--- src/pkg/fciac_pkg.sv ---
// fciac_pkg: register map, fields, patterns and timing of the ci alarm / irq block
// assumes a 125 MHz clock and a 32-bit ahb-lite register bus
package fciac_pkg;
    // ==========================================
    // register byte offsets
    localparam logic [7:0] OFS_POL = 8'h00;
    localparam logic [7:0] OFS_LCS = 8'h04;
    localparam logic [7:0] OFS_CIA = 8'h08;
    localparam logic [7:0] OFS_STS = 8'h0c;
    localparam logic [7:0] OFS_IEN = 8'h10;
    localparam logic [7:0] OFS_CLR = 8'h14;
    // ==========================================
    // fields and reset values
    localparam int POL_MASTER = 0;
    localparam int POL_AUTOCLR = 1;
    localparam int POL_CLRMODE = 2;
    localparam int CIA_RX_LO = 0;
    localparam int CIA_TX_LO = 2;
    localparam int STS_AIS = 0;
    localparam int STS_RAI = 1;
    localparam int STS_EXT = 2;
    localparam int STS_W = 3;
    localparam logic [2:0] POL_RST = 3'h0;
    localparam logic [1:0] LCS_RST = 2'h0;
    localparam logic [3:0] CIA_RST = 4'h0;
    localparam logic [2:0] STS_RST = 3'h0;
    // ==========================================
    // patterns, bit 0 goes out first
    localparam int AIS_SIG_W = 17;
    localparam logic [16:0] AIS_SIG = 17'h0f9ff;
    localparam int AIS_PERIOD = 386;
    localparam int RAI_W = 16;
    localparam logic [15:0] RAI_MSG = 16'h00ff;
    localparam logic [15:0] RAI_SIG = 16'h3eff;
    // ==========================================
    // timing
    localparam int CLK_PERIOD_PS = 8000;
    localparam int MS_NS = 1000000;
    localparam int MS_CYCLES = MS_NS * 1000 / CLK_PERIOD_PS;
    localparam int RAI_MSG_MS = 990;
    localparam int RAI_SIG_MS = 90;
    localparam int RAI_CYCLE_MS = RAI_MSG_MS + RAI_SIG_MS;
    // ==========================================
    // alarm modes
    typedef enum logic [2:0] {
        CI_OFF = 3'h1,
        CI_AIS = 3'h2,
        CI_RAI = 3'h4
    } fciac_mode_t;

    function automatic fciac_mode_t fciac_decode(input logic [1:0] f);
        case (f)
            2'h1: return CI_AIS;
            2'h2: return CI_RAI;
            default: return CI_OFF;
        endcase
    endfunction : fciac_decode
endpackage : fciac_pkg

--- src/pkg/fciac_alarm_if.sv ---
// fciac_alarm_if: mode, tick and event wires between control and alarm engines
// assumes all parties run on the one block clock
`timescale 1ns/1ps
`default_nettype none
interface fciac_alarm_if;
    fciac_pkg::fciac_mode_t tx_mode;
    fciac_pkg::fciac_mode_t rx_mode;
    logic ms_tick;
    logic ais_evt;
    logic rai_evt;
    modport ctrl (output tx_mode, output rx_mode, output ms_tick, input ais_evt, input rai_evt);
    modport gen (input tx_mode, input ms_tick);
    modport det (input rx_mode, output ais_evt, output rai_evt);
endinterface : fciac_alarm_if
`default_nettype wire

--- src/hdl/fciac_ci_tx.sv ---
// fciac_ci_tx: ais-ci / rai-ci pattern generator on the transmit bit stream
// assumes bit_en pulses once per line bit and mode is already esf-gated
`timescale 1ns/1ps
`default_nettype none
module fciac_ci_tx (
    input wire logic clk,
    input wire logic rstn,
    fciac_alarm_if.gen ai,
    input wire logic bit_en,
    input wire logic data_in,
    output logic data_out
);
    logic [8:0] pos_q;
    logic [3:0] idx_q;
    logic [10:0] ms_q;
    logic out_q;
    wire is_ais = ai.tx_mode == fciac_pkg::CI_AIS;
    wire is_rai = ai.tx_mode == fciac_pkg::CI_RAI;
    wire pos_end = pos_q == 9'(fciac_pkg::AIS_PERIOD - 1);
    wire ms_end = ms_q == 11'(fciac_pkg::RAI_CYCLE_MS - 1);
    wire sig_ph = ms_q >= 11'(fciac_pkg::RAI_MSG_MS);
    wire in_sig = pos_q < 9'(fciac_pkg::AIS_SIG_W);
    wire ais_bit = in_sig ? fciac_pkg::AIS_SIG[pos_q[4:0]] : 1'b1;
    wire [15:0] rai_word = sig_ph ? fciac_pkg::RAI_SIG : fciac_pkg::RAI_MSG;
    assign data_out = out_q;
    always_ff @(posedge clk or negedge rstn) begin
        if (!rstn) begin
            pos_q <= 9'h000;
            idx_q <= 4'h0;
            ms_q <= 11'h000;
            out_q <= 1'b1;
        end else begin
            pos_q <= !is_ais ? 9'h000 : bit_en ? (pos_end ? 9'h000 : pos_q + 9'h001) : pos_q;
            idx_q <= !is_rai ? 4'h0 : bit_en ? idx_q + 4'h1 : idx_q;
            ms_q <= !is_rai ? 11'h000 : ai.ms_tick ? (ms_end ? 11'h000 : ms_q + 11'h001) : ms_q;
            out_q <= is_ais ? (bit_en ? ais_bit : out_q) : is_rai ? (bit_en ? rai_word[idx_q] : out_q) : data_in;
        end
    end
endmodule : fciac_ci_tx
`default_nettype wire

--- src/hdl/fciac_ci_rx.sv ---
// fciac_ci_rx: ais-ci / rai-ci signature detector on the receive bit stream
// assumes bit_en pulses once per line bit and mode is already esf-gated
`timescale 1ns/1ps
`default_nettype none
module fciac_ci_rx #(
    parameter int AIS_HITS = 3,
    parameter int RAI_HITS = 4
) (
    input wire logic clk,
    input wire logic rstn,
    fciac_alarm_if.det ai,
    input wire logic bit_en,
    input wire logic data_in
);
    logic [16:0] sr_q;
    logic [8:0] gap_q;
    logic [3:0] hit_q;
    logic ais_ev_q;
    logic rai_ev_q;
    fciac_pkg::fciac_mode_t mode_q;
    if (AIS_HITS < 1 || AIS_HITS > 15 || RAI_HITS < 1 || RAI_HITS > 15) begin : g_bad
        $error("hit counts must lie in 1..15");
    end
    wire [16:0] sr_d = {data_in, sr_q[16:1]};
    wire is_ais = ai.rx_mode == fciac_pkg::CI_AIS;
    wire is_rai = ai.rx_mode == fciac_pkg::CI_RAI;
    wire match = is_ais ? sr_d == fciac_pkg::AIS_SIG : is_rai & (sr_d[16:1] == fciac_pkg::RAI_SIG);
    wire [8:0] span = is_ais ? 9'(fciac_pkg::AIS_PERIOD - 1) : 9'(fciac_pkg::RAI_W - 1);
    wire [3:0] need = is_ais ? 4'(AIS_HITS) : 4'(RAI_HITS);
    wire hit = bit_en & match;
    wire [3:0] hit_d = gap_q == span ? (hit_q == need ? hit_q : hit_q + 4'h1) : 4'h1;
    wire arrive = hit & (hit_d == need) & (hit_q != need);
    assign ai.ais_evt = ais_ev_q;
    assign ai.rai_evt = rai_ev_q;
    always_ff @(posedge clk or negedge rstn) begin
        if (!rstn) begin
            sr_q <= 17'h00000;
            gap_q <= 9'h000;
            hit_q <= 4'h0;
            ais_ev_q <= 1'b0;
            rai_ev_q <= 1'b0;
            mode_q <= fciac_pkg::CI_OFF;
        end else begin
            mode_q <= ai.rx_mode;
            ais_ev_q <= arrive & is_ais;
            rai_ev_q <= arrive & is_rai;
            if (ai.rx_mode != mode_q) begin
                sr_q <= 17'h00000;
                gap_q <= 9'h000;
                hit_q <= 4'h0;
            end else if (bit_en) begin
                sr_q <= sr_d;
                gap_q <= hit ? 9'h000 : (gap_q == 9'h1ff ? gap_q : gap_q + 9'h001);
                hit_q <= hit ? hit_d : (gap_q > span ? 4'h0 : hit_q);
            end
        end
    end
endmodule : fciac_ci_rx
`default_nettype wire

--- src/hdl/fciac_ctrl.sv ---
// fciac_ctrl: per-channel interrupt policy, hdlc controller select and
// customer-installation alarm control, reached over ahb-lite
// assumes line bit enables and esf indication come from the framer datapath
//
// Contract
// - clear-mode 0: reading status clears every status bit read.
// - clear-mode 1: reads keep status; only writes clear it.
// - autoclear 0: enables stay set after status is read.
// - autoclear 1: enable bits drop when matching status is read.
// - master enable 0 blocks every interrupt of the channel.
// - hdlc select 00/11 first, 01 second, 10 third controller.
// - ci alarms generated and detected only in esf framing.
// - ais-ci: all ones with 17-bit signature every 386 bits.
// - rai-ci: 1.08 s cycle, 0.99 s message then 90 ms signature.
// - rai message 00000000 11111111, signature 00111110 11111111, lsb first.
// - transmit field bits 3:2 picks off, ais-ci or rai-ci.
// - detect field 00/11 off, 01 ais-ci, 10 rai-ci.
`timescale 1ns/1ps
`default_nettype none
module fciac_ctrl #(
    parameter int MS_CYCLES = fciac_pkg::MS_CYCLES,
    parameter int AIS_HITS = 3,
    parameter int RAI_HITS = 4
) (
    input wire logic CLK,
    input wire logic RSTN,
    input wire logic HSEL,
    input wire logic [31:0] HADDR,
    input wire logic [1:0] HTRANS,
    input wire logic HWRITE,
    input wire logic [2:0] HSIZE,
    input wire logic [31:0] HWDATA,
    input wire logic HREADY,
    output logic [31:0] HRDATA,
    output logic HREADYOUT,
    output logic HRESP,
    input wire logic ESF_MODE,
    input wire logic EXT_EVENT,
    input wire logic TX_BIT_EN,
    input wire logic TX_DATA_IN,
    output logic TX_DATA_OUT,
    input wire logic RX_BIT_EN,
    input wire logic RX_DATA_IN,
    output logic [2:0] HDLC_SEL,
    output logic IRQ
);
    localparam int MSW = $clog2(MS_CYCLES + 1);

    if (MS_CYCLES < 2) begin : g_bad
        $error("MS_CYCLES must be at least 2");
    end

    // ==========================================
    // state
    logic wr_q;
    logic [7:0] wa_q;
    logic [2:0] pol_q;
    logic [1:0] lcs_q;
    logic [3:0] cia_q;
    logic [2:0] sts_q;
    logic [2:0] ien_q;
    logic [31:0] rdata_q;
    logic [MSW-1:0] ms_cnt_q;
    logic ms_tick_q;

    fciac_alarm_if ai ();

    function automatic logic hit_at(input logic [7:0] a, input logic [7:0] o);
        return a == o;
    endfunction : hit_at

    // ==========================================
    // ahb-lite address phase
    wire addr_ph = HSEL & HREADY & HTRANS[1];
    wire word_ok = HADDR[31:8] == 24'h000000;
    wire rd_acc = addr_ph & ~HWRITE;
    wire wr_acc = addr_ph & HWRITE & word_ok;
    wire [7:0] ra = HADDR[7:0];
    wire rd_sts = rd_acc & word_ok & hit_at(ra, fciac_pkg::OFS_STS);

    // ==========================================
    // ahb-lite data phase writes
    wire [7:0] wd = HWDATA[7:0];
    wire [2:0] clr_bits = wd[2:0];
    wire wr_pol = wr_q & hit_at(wa_q, fciac_pkg::OFS_POL);
    wire wr_lcs = wr_q & hit_at(wa_q, fciac_pkg::OFS_LCS);
    wire wr_cia = wr_q & hit_at(wa_q, fciac_pkg::OFS_CIA);
    wire wr_ien = wr_q & hit_at(wa_q, fciac_pkg::OFS_IEN);
    wire wr_clr = wr_q & hit_at(wa_q, fciac_pkg::OFS_CLR);

    // ==========================================
    // read selection
    wire [7:0] rsel =
        ({8{hit_at(ra, fciac_pkg::OFS_POL)}} & {5'h00, pol_q}) |
        ({8{hit_at(ra, fciac_pkg::OFS_LCS)}} & {6'h00, lcs_q}) |
        ({8{hit_at(ra, fciac_pkg::OFS_CIA)}} & {4'h0, cia_q}) |
        ({8{hit_at(ra, fciac_pkg::OFS_STS)}} & {5'h00, sts_q}) |
        ({8{hit_at(ra, fciac_pkg::OFS_IEN)}} & {5'h00, ien_q});
    wire [31:0] rdata_d = rd_acc ? {24'h000000, word_ok ? rsel : 8'h00} : rdata_q;

    assign HRDATA = rdata_q;
    assign HREADYOUT = 1'b1;
    assign HRESP = 1'b0;

    // ==========================================
    // interrupt policy
    wire master = pol_q[fciac_pkg::POL_MASTER];
    wire autoclr = pol_q[fciac_pkg::POL_AUTOCLR];
    wire wclr_mode = pol_q[fciac_pkg::POL_CLRMODE];

    wire [2:0] evt;
    assign evt[fciac_pkg::STS_AIS] = ai.ais_evt;
    assign evt[fciac_pkg::STS_RAI] = ai.rai_evt;
    assign evt[fciac_pkg::STS_EXT] = EXT_EVENT;

    // clear on read only outside write-to-clear mode
    wire [2:0] rd_clr = (rd_sts & ~wclr_mode) ? sts_q : 3'h0;
    // clear register acts only in write-to-clear mode
    wire [2:0] wr_clr_bits = (wr_clr & wclr_mode) ? clr_bits : 3'h0;
    // new events win over a clear in the same cycle
    wire [2:0] sts_d = (sts_q & ~(rd_clr | wr_clr_bits)) | evt;

    // enables drop with their status read only under autoclear
    wire [2:0] en_drop = (rd_sts & autoclr) ? sts_q : 3'h0;
    wire [2:0] ien_d = wr_ien ? wd[2:0] : (ien_q & ~en_drop);

    assign IRQ = master & (|(sts_q & ien_q));

    // ==========================================
    // hdlc controller select, one-hot
    assign HDLC_SEL = {lcs_q == 2'h2, lcs_q == 2'h1, lcs_q[1] == lcs_q[0]};

    // ==========================================
    // alarm modes, forced off outside esf
    wire [1:0] tx_field = cia_q[fciac_pkg::CIA_TX_LO +: 2];
    wire [1:0] rx_field = cia_q[fciac_pkg::CIA_RX_LO +: 2];
    assign ai.tx_mode = ESF_MODE ? fciac_pkg::fciac_decode(tx_field) : fciac_pkg::CI_OFF;
    assign ai.rx_mode = ESF_MODE ? fciac_pkg::fciac_decode(rx_field) : fciac_pkg::CI_OFF;
    assign ai.ms_tick = ms_tick_q;

    // ==========================================
    // millisecond divider
    wire ms_wrap = ms_cnt_q == MSW'(MS_CYCLES - 1);

    always_ff @(posedge CLK or negedge RSTN) begin
        if (!RSTN) begin
            ms_cnt_q <= '0;
            ms_tick_q <= 1'b0;
        end else begin
            ms_cnt_q <= ms_wrap ? '0 : ms_cnt_q + MSW'(1);
            ms_tick_q <= ms_wrap;
        end
    end

    // ==========================================
    // bus pipeline and read data
    always_ff @(posedge CLK or negedge RSTN) begin
        if (!RSTN) begin
            wr_q <= 1'b0;
            wa_q <= 8'h00;
            rdata_q <= 32'h00000000;
        end else begin
            wr_q <= wr_acc;
            wa_q <= wr_acc ? ra : wa_q;
            rdata_q <= rdata_d;
        end
    end

    // ==========================================
    // configuration registers
    always_ff @(posedge CLK or negedge RSTN) begin
        if (!RSTN) begin
            pol_q <= fciac_pkg::POL_RST;
            lcs_q <= fciac_pkg::LCS_RST;
            cia_q <= fciac_pkg::CIA_RST;
        end else begin
            pol_q <= wr_pol ? wd[2:0] : pol_q;
            lcs_q <= wr_lcs ? wd[1:0] : lcs_q;
            cia_q <= wr_cia ? wd[3:0] : cia_q;
        end
    end

    // ==========================================
    // status and enable registers
    always_ff @(posedge CLK or negedge RSTN) begin
        if (!RSTN) begin
            sts_q <= fciac_pkg::STS_RST;
            ien_q <= 3'h0;
        end else begin
            sts_q <= sts_d;
            ien_q <= ien_d;
        end
    end

    // ==========================================
    // alarm engines
    fciac_ci_tx u_tx (
        .clk(CLK),
        .rstn(RSTN),
        .ai(ai.gen),
        .bit_en(TX_BIT_EN),
        .data_in(TX_DATA_IN),
        .data_out(TX_DATA_OUT)
    );

    fciac_ci_rx #(
        .AIS_HITS(AIS_HITS),
        .RAI_HITS(RAI_HITS)
    ) u_rx (
        .clk(CLK),
        .rstn(RSTN),
        .ai(ai.det),
        .bit_en(RX_BIT_EN),
        .data_in(RX_DATA_IN)
    );
endmodule : fciac_ctrl
`default_nettype wire

--- config.mk ---
export PLATFORM = sky130hd
export DESIGN_NAME = fciac_ctrl
export DESIGN_NICKNAME = d
export VERILOG_FILES = /design/src/pkg/fciac_pkg.sv /design/src/pkg/fciac_alarm_if.sv /design/src/hdl/fciac_ci_tx.sv /design/src/hdl/fciac_ci_rx.sv /design/src/hdl/fciac_ctrl.sv
export SDC_FILE = /design/constraint.sdc
export NUM_CORES = 1
export LEC_CHECK = 0
export BUFFER_PORTS_ARGS = -buffer_cell sky130_fd_sc_hd__clkbuf_2
export CELL_PAD_IN_SITES_DETAIL_PLACEMENT = 1
export CELL_PAD_IN_SITES_GLOBAL_PLACEMENT = 1
export CORE_ASPECT_RATIO = 1.1
export CORE_MARGIN = 2
export CORE_UTILIZATION = 46
export CTS_CLUSTER_SIZE = 10
export DETAILED_ROUTE_END_ITERATION = 8
export GPL_TIMING_DRIVEN = 0
export MAX_ROUTING_LAYER = met4
export PLACE_DENSITY = 0.92
export SLEW_MARGIN = 20
export SYNTH_ARGS = -nofsm -noshare
export SYNTH_HDL_FRONTEND = slang
export SYNTH_SLANG_ARGS = --single-unit
--- constraint.sdc ---
create_clock -name CLK -period 8.4 [get_ports CLK]
set_input_delay 1.68 -clock CLK [delete_from_list [all_inputs] [get_ports CLK]]
set_output_delay 1.68 -clock CLK [all_outputs]
set_load 0.005 [all_outputs]
# After elaboration in Yosys (flattened, before gate mapping)
# Memory sizes are Yosys's and may differ from the RTL's.
# Index checks and enable logic that the tools add are counted.
[word_totals]
reg_bits = 110
rom_bits = 32
input_bits = 80
output_inout_bits = 39
elab_cells = 157
memories = 1
[op_classes]
n_addsub = 6
magnitude_cmp = 5
n_eq_ne = 34
mux = 42
bitwise = 40
reduce_logical = 9
[memory_table]
columns = ["memory", "depth", "width", "rd", "rd_ports_with_merged_regs", "wr", "line", "rtl"]
rows = [
  ["(name not given)", 32, 1, 1, 0, 0, "fciac_ci_tx.sv:23", "wire ais_bit = in_sig ? fciac_pkg::AIS_SIG[pos_q[4:0]] : 1'b1;"],
]
[ops]
columns = ["cell", "n"]
rows = [
  ["$mux 9", 8],
  ["$mux 17", 3],
  ["$mux 11", 3],
  ["$mux 4", 8],
  ["$or 8x8->8", 4],
  ["$and 8x3->8", 3],
  ["$eq 8x4->1 const B", 3],
  ["$eq 8x5->1 const B", 3],
  ["$logic_not 24->1", 1],
  ["$and 1x1->1", 22],
  ["$mux 3", 7],
  ["$add 9x1->9 const B", 2],
  ["$eq 9x9->1 const B", 2],
  ["$add 17x1->17 const B", 1],
  ["$eq 17x16->1 const B", 1],
  ["$eq 17x17->1 const B", 1],
  ["$eq 16x14->1 const B", 1],
  ["$eq 8x3->1 const B", 2],
  ["$logic_not 8->1", 2],
  ["$mux 14", 1],
  ["$pmux 3 s2", 2],
  ["$add 11x1->11 const B", 1],
  ["$eq 11x11->1 const B", 1],
  ["$ge 11x10->1 const B", 1],
  ["29 further kinds", 53],
]

# Logic depth before layout (Yosys ltp)
[depth]
depth_word = 12
mapped_depth = 11
mapped_depth_nobuf = 10

# Cells and area by module
# A second synthesis with hierarchy kept.
[hier_totals]
cells_unflattened = 584
hier_area_um2 = 5905.7
[modules_own_cells]
columns = ["module", "instances", "cells_per_inst", "area_per_inst_um2", "seq_area_each_um2"]
rows = [
  ["fciac_ctrl", 1, 245, 2588.7, 1151.1],
  ["fciac_ci_rx", 1, 184, 1823.0, 852.1],
  ["fciac_ci_tx", 1, 155, 1493.9, 626.9],
]

# Worst setup path before layout
# No wires, ideal clock.
[synth_timing]
kind = "input to register"
start = "input port ESF_MODE"
end = "register u_rx.hit_q[2]"
setup_time_ns = 0.121
arrival_ns = 3.880
t_required_ns = 8.279
path_slack_ns = 4.399
stages = 10
n_path_buf = 2
cell_sequence = "clkbuf_1 > nand4bb_1 > clkbuf_1 > inv_1 > ha_1 > a211oi_1 > or4b_2 > a211oi_1 > nor3_1 > a22o_1"
[synth_between]
elab_chain_len = 9
elab_cells_between_ends = 20
cone_classes = "order compare (1); eq/ne (5); mux (9); bitwise (2); reduce/logical (3)"
[synth_rtl]
columns = ["element", "line", "rtl"]
rows = [
  ["start: declaration", "fciac_ctrl.sv:37", "input wire logic ESF_MODE,"],
  ["$mux 3 (*)", "fciac_ctrl.sv:138", "assign ai.rx_mode = ESF_MODE ? fciac_pkg::fciac_decode(rx_field) : fciac_pkg::CI_OFF;"],
  ["parallel branches: the longest is 8 deep, another holds $gt 9x9->1", "-", ""],
  ["end signal: assignment", "fciac_ci_rx.sv:54", "hit_q <= hit ? hit_d : (gap_q > span ? 4'h0 : hit_q);"],
  ["end: declaration", "fciac_ci_rx.sv:17", "logic [3:0] hit_q;"],
]
# Every way passes the cells marked *. The select of a mux whose other input is x is not followed.
# A chain may end at the register's enable or synchronous reset.

# Worst setup path in the final report
# Ends and elaborated chain as after synthesis.

==> metrics.csv <==
metric,value,unit
status,finished clean,
cts_buffer_depth,2,
setup_ws,4200,ps
clock-root-buffer,clkbuf_16,
fin_setup_tns,0,ps
grt_pass1_wl,26800,um
critPathMaxFanout,10,
leakage,3.09,nW
cts_tree,built,
syn_to_final_growth,15.0,%
cts.sink_count,105,
drc_errors,0,
synth_edf_count,0,
met3_usage,4.35,%
fin_nets,792,
portBuffers,52,
maxSlewViolCount,0,
ctsResizeCount,0,
drtIter0Drc,238,
gr-usage-all-layers,25.1,%
whs,463,ps
cp-end-kind,flip-flop,
cp_data_arrival_time,4440,ps
rsz0062_at_grt,no,
fin_crit_sh,50.0,%
antenna_found_initial,1,
preCtsSetupSlack,3870,ps
gp_congestion,0.876,
tightest_slew,876,ps
top_usage_layer,met2,
final_hold_viol_count,0,
io_pins,119,
routed_wl,16300,um
post_cts_buffers,0,
die_w,112,um
synth_ff_type,dfrtp_1,
drtAntennaViolNets,0,
clk_pin_slew,70,ps
grt_max_degree,68,
use_met2,46.8,%
ys_seq_area_share,44.6,%
slew_headroom,41.1,%
peakVddDrop,0.000100,V
initial_core_util,47.0,%
fin_crit,4200,ps
grt_pass1_vias,5492,
yosysWarnings,0,
required,8640,ps
setup_violations,0,
rows,43,
use_met1,26.1,%
hpwl,11600,um
dieArea,0.0137,mm^2
clkLatencyLatePin,350,ps
placed_cell_area,0.00649,mm^2
synth.distinct_cells,61,
stdcell_area,0.00678,mm^2
hp-class,reg -> reg,
grt_remaining_overflow,0,
syn-cell-area,0.00589,mm^2
num_vias,5017,
avgRoutedWirePerCell,19.1,um
vias_per_cell,5.87,
p_per_area,150,mW/mm^2
syn_inst,600,
first_pass_iters,4,
postCtsHoldBufs,0,
n_fill_cell,1446,
ys_ff_latch,105,
worstSetupPathType,in -> reg,
numCtsBuffers,9,
async_flop_share,100,%
core_area,0.0125,mm^2
htree_levels,3,
clock_skew,8.08,ps
crit_path_start_kind,input pin,
p_total,0.00102,W
drive_gt1_share,19.8,%
die_y,123,um
max_freq,238,MHz
drv_cap,0,
syn_avg_cell_area,9.82,um^2
report_power, final:
part | total, W | switching [W] | internal (W) | leakage [nW]
registers | 0.000519 | 0.00000811 | 0.000511 | 1.42
clock network | 0.000407 | 0.000196 | 0.000211 | 0.132
logic | 0.0000915 | 0.0000543 | 0.0000373 | 1.53
cell usage after synthesis, types with 4 or more instances:
library cell / n / area, um^2
a21oi_1: 22 / 110
a22o_1: 4 / 35.0
a31o_2: 4 / 35.0
a31oi_1: 8 / 50.1
and3_1: 5 / 31.3
and4_1: 5 / 43.8
buf_4: 30 / 225
clkbuf_1: 15 / 56.3
dfrtp_1: 103 / 2580
ha_1: 20 / 250
inv_1: 19 / 71.3
mux2_2: 17 / 191
mux2i_1: 27 / 270
nand2_1: 47 / 176
nand3_1: 28 / 140
nand4_1: 11 / 68.8
nand4b_1: 4 / 35.0
nor2_1: 61 / 229
nor2b_1: 7 / 43.8
nor3_1: 16 / 80.1
nor3b_1: 4 / 30.0
nor4_1: 8 / 50.1
nor4bb_1: 4 / 40.0
o21ai_0: 28 / 140
o31ai_1: 15 / 113
o41ai_1: 4 / 35.0
or3_1: 6 / 37.5
or4_1: 6 / 45.0
xnor2_1: 10 / 87.6
xor2_1: 12 / 105
kinds of logic (layout without fill, tap and decap cells):
group / Yosys count / count (layout) / share of synthesized area (%)
mux: 44 / 44 / 7.84
xor+xnor: 22 / 22 / 3.27
simple gates: 237 / 237 / 21.8
fa+ha+maj: 20 / 20 / 4.25
other cells: 2 / 31 / 0.127
flops: 105 / 105 / 44.6
compound gates: 105 / 105 / 12.0
buf+inv: 65 / 134 / 6.07
layout make-up:
cell class / count / area (um^2) / share of cell area [%]
multi-input cells: 458 / 3010 / 44.4
flip-flops and latches: 105 / 2630 / 38.8
repair buffers: 53 / 297 / 4.38
plain buffers: 46 / 287 / 4.23
clock buffers: 11 / 243 / 3.58
well taps: 157 / 196 / 2.90
inverters: 19 / 71.3 / 1.05
clock inverters: 5 / 41.3 / 0.609
diodes: 1 / 2.50 / 0.0369
layer usage:
metal / part of all wire (%) / wire (um)
met5: 0 / 0
met4: 3.2 / 519
met3: 4.3 / 708
met2: 54 / 8860
met1: 38 / 6230
final timing paths:
path	start	to	slack [ps]	depth (start not counted)
max	ESF_MODE	u_rx.hit_q[2]$_DFFE_PN0P_	4200	10
min	u_rx.ai.rai_evt$_DFF_PN0_	sts_q[1]$_DFF_PN0_	460	1
max reg2reg	cia_q[1]$_DFFE_PN0P_	u_rx.hit_q[2]$_DFFE_PN0P_	4880	10
min reg2reg	u_rx.ai.rai_evt$_DFF_PN0_	sts_q[1]$_DFF_PN0_	460	1
max in group asynchronous	RSTN	u_tx.data_out$_DFFE_PN1P_	6480	2
min in group asynchronous	RSTN	sts_q[1]$_DFF_PN0_	1230	1
critical path, stage by stage:
cell       delay (ps)
clkbuf_1          200
nand4bb_1         160
clkbuf_1          360
inv_1             230
ha_1              370
a211oi_1           90
or4b_2            620
a211oi_1          300
nor3_1            150
a22o_1            280
state kept, by name (all words and copies together), names as in the netlist, 2 cells and up:
signal,count
HRDATA,4
cia_q,4
ien_q,3
lcs_q,2
ms_cnt_q,17
pol_q,3
sts_q,3
u_rx.gap_q,9
u_rx.hit_q,4
u_rx.mode_q,3
u_rx.sr_q,16
u_tx.idx_q,4
u_tx.ms_q,11
u_tx.pos_q,9
wa_q,8
metrics by stage:
stage	std cells	util, %
2_1_floorplan	628	-
3_3_place_gp	837	51.5
3_5_place_dp	838	51.8
4_1_cts	854	54.0
5_1_grt	855	54.0
6_report	855	54.0
layout by cell type (no fill, tap or decap), types with 5 or more instances in the layout:
cell and count:
dfrtp_1 103, nor2b_1 7, buf_4 30, mux2_2 17
xor2_1 12, clkbuf_16 9, nand3_1 28, clkbuf_2 51
a21oi_1 22, or4_1 6, o21ai_0 28, inv_1 19
nand2_1 47, or3_1 6, xnor2_1 10, nor4_1 8
a31oi_1 8, nand4_1 11, o31ai_1 15, and4_1 5
conb_1 30, clkbuf_1 16, mux2i_1 27, nor3_1 16
and3_1 5, nor2_1 61, ha_1 20
(Power assumes the default switching activity.)
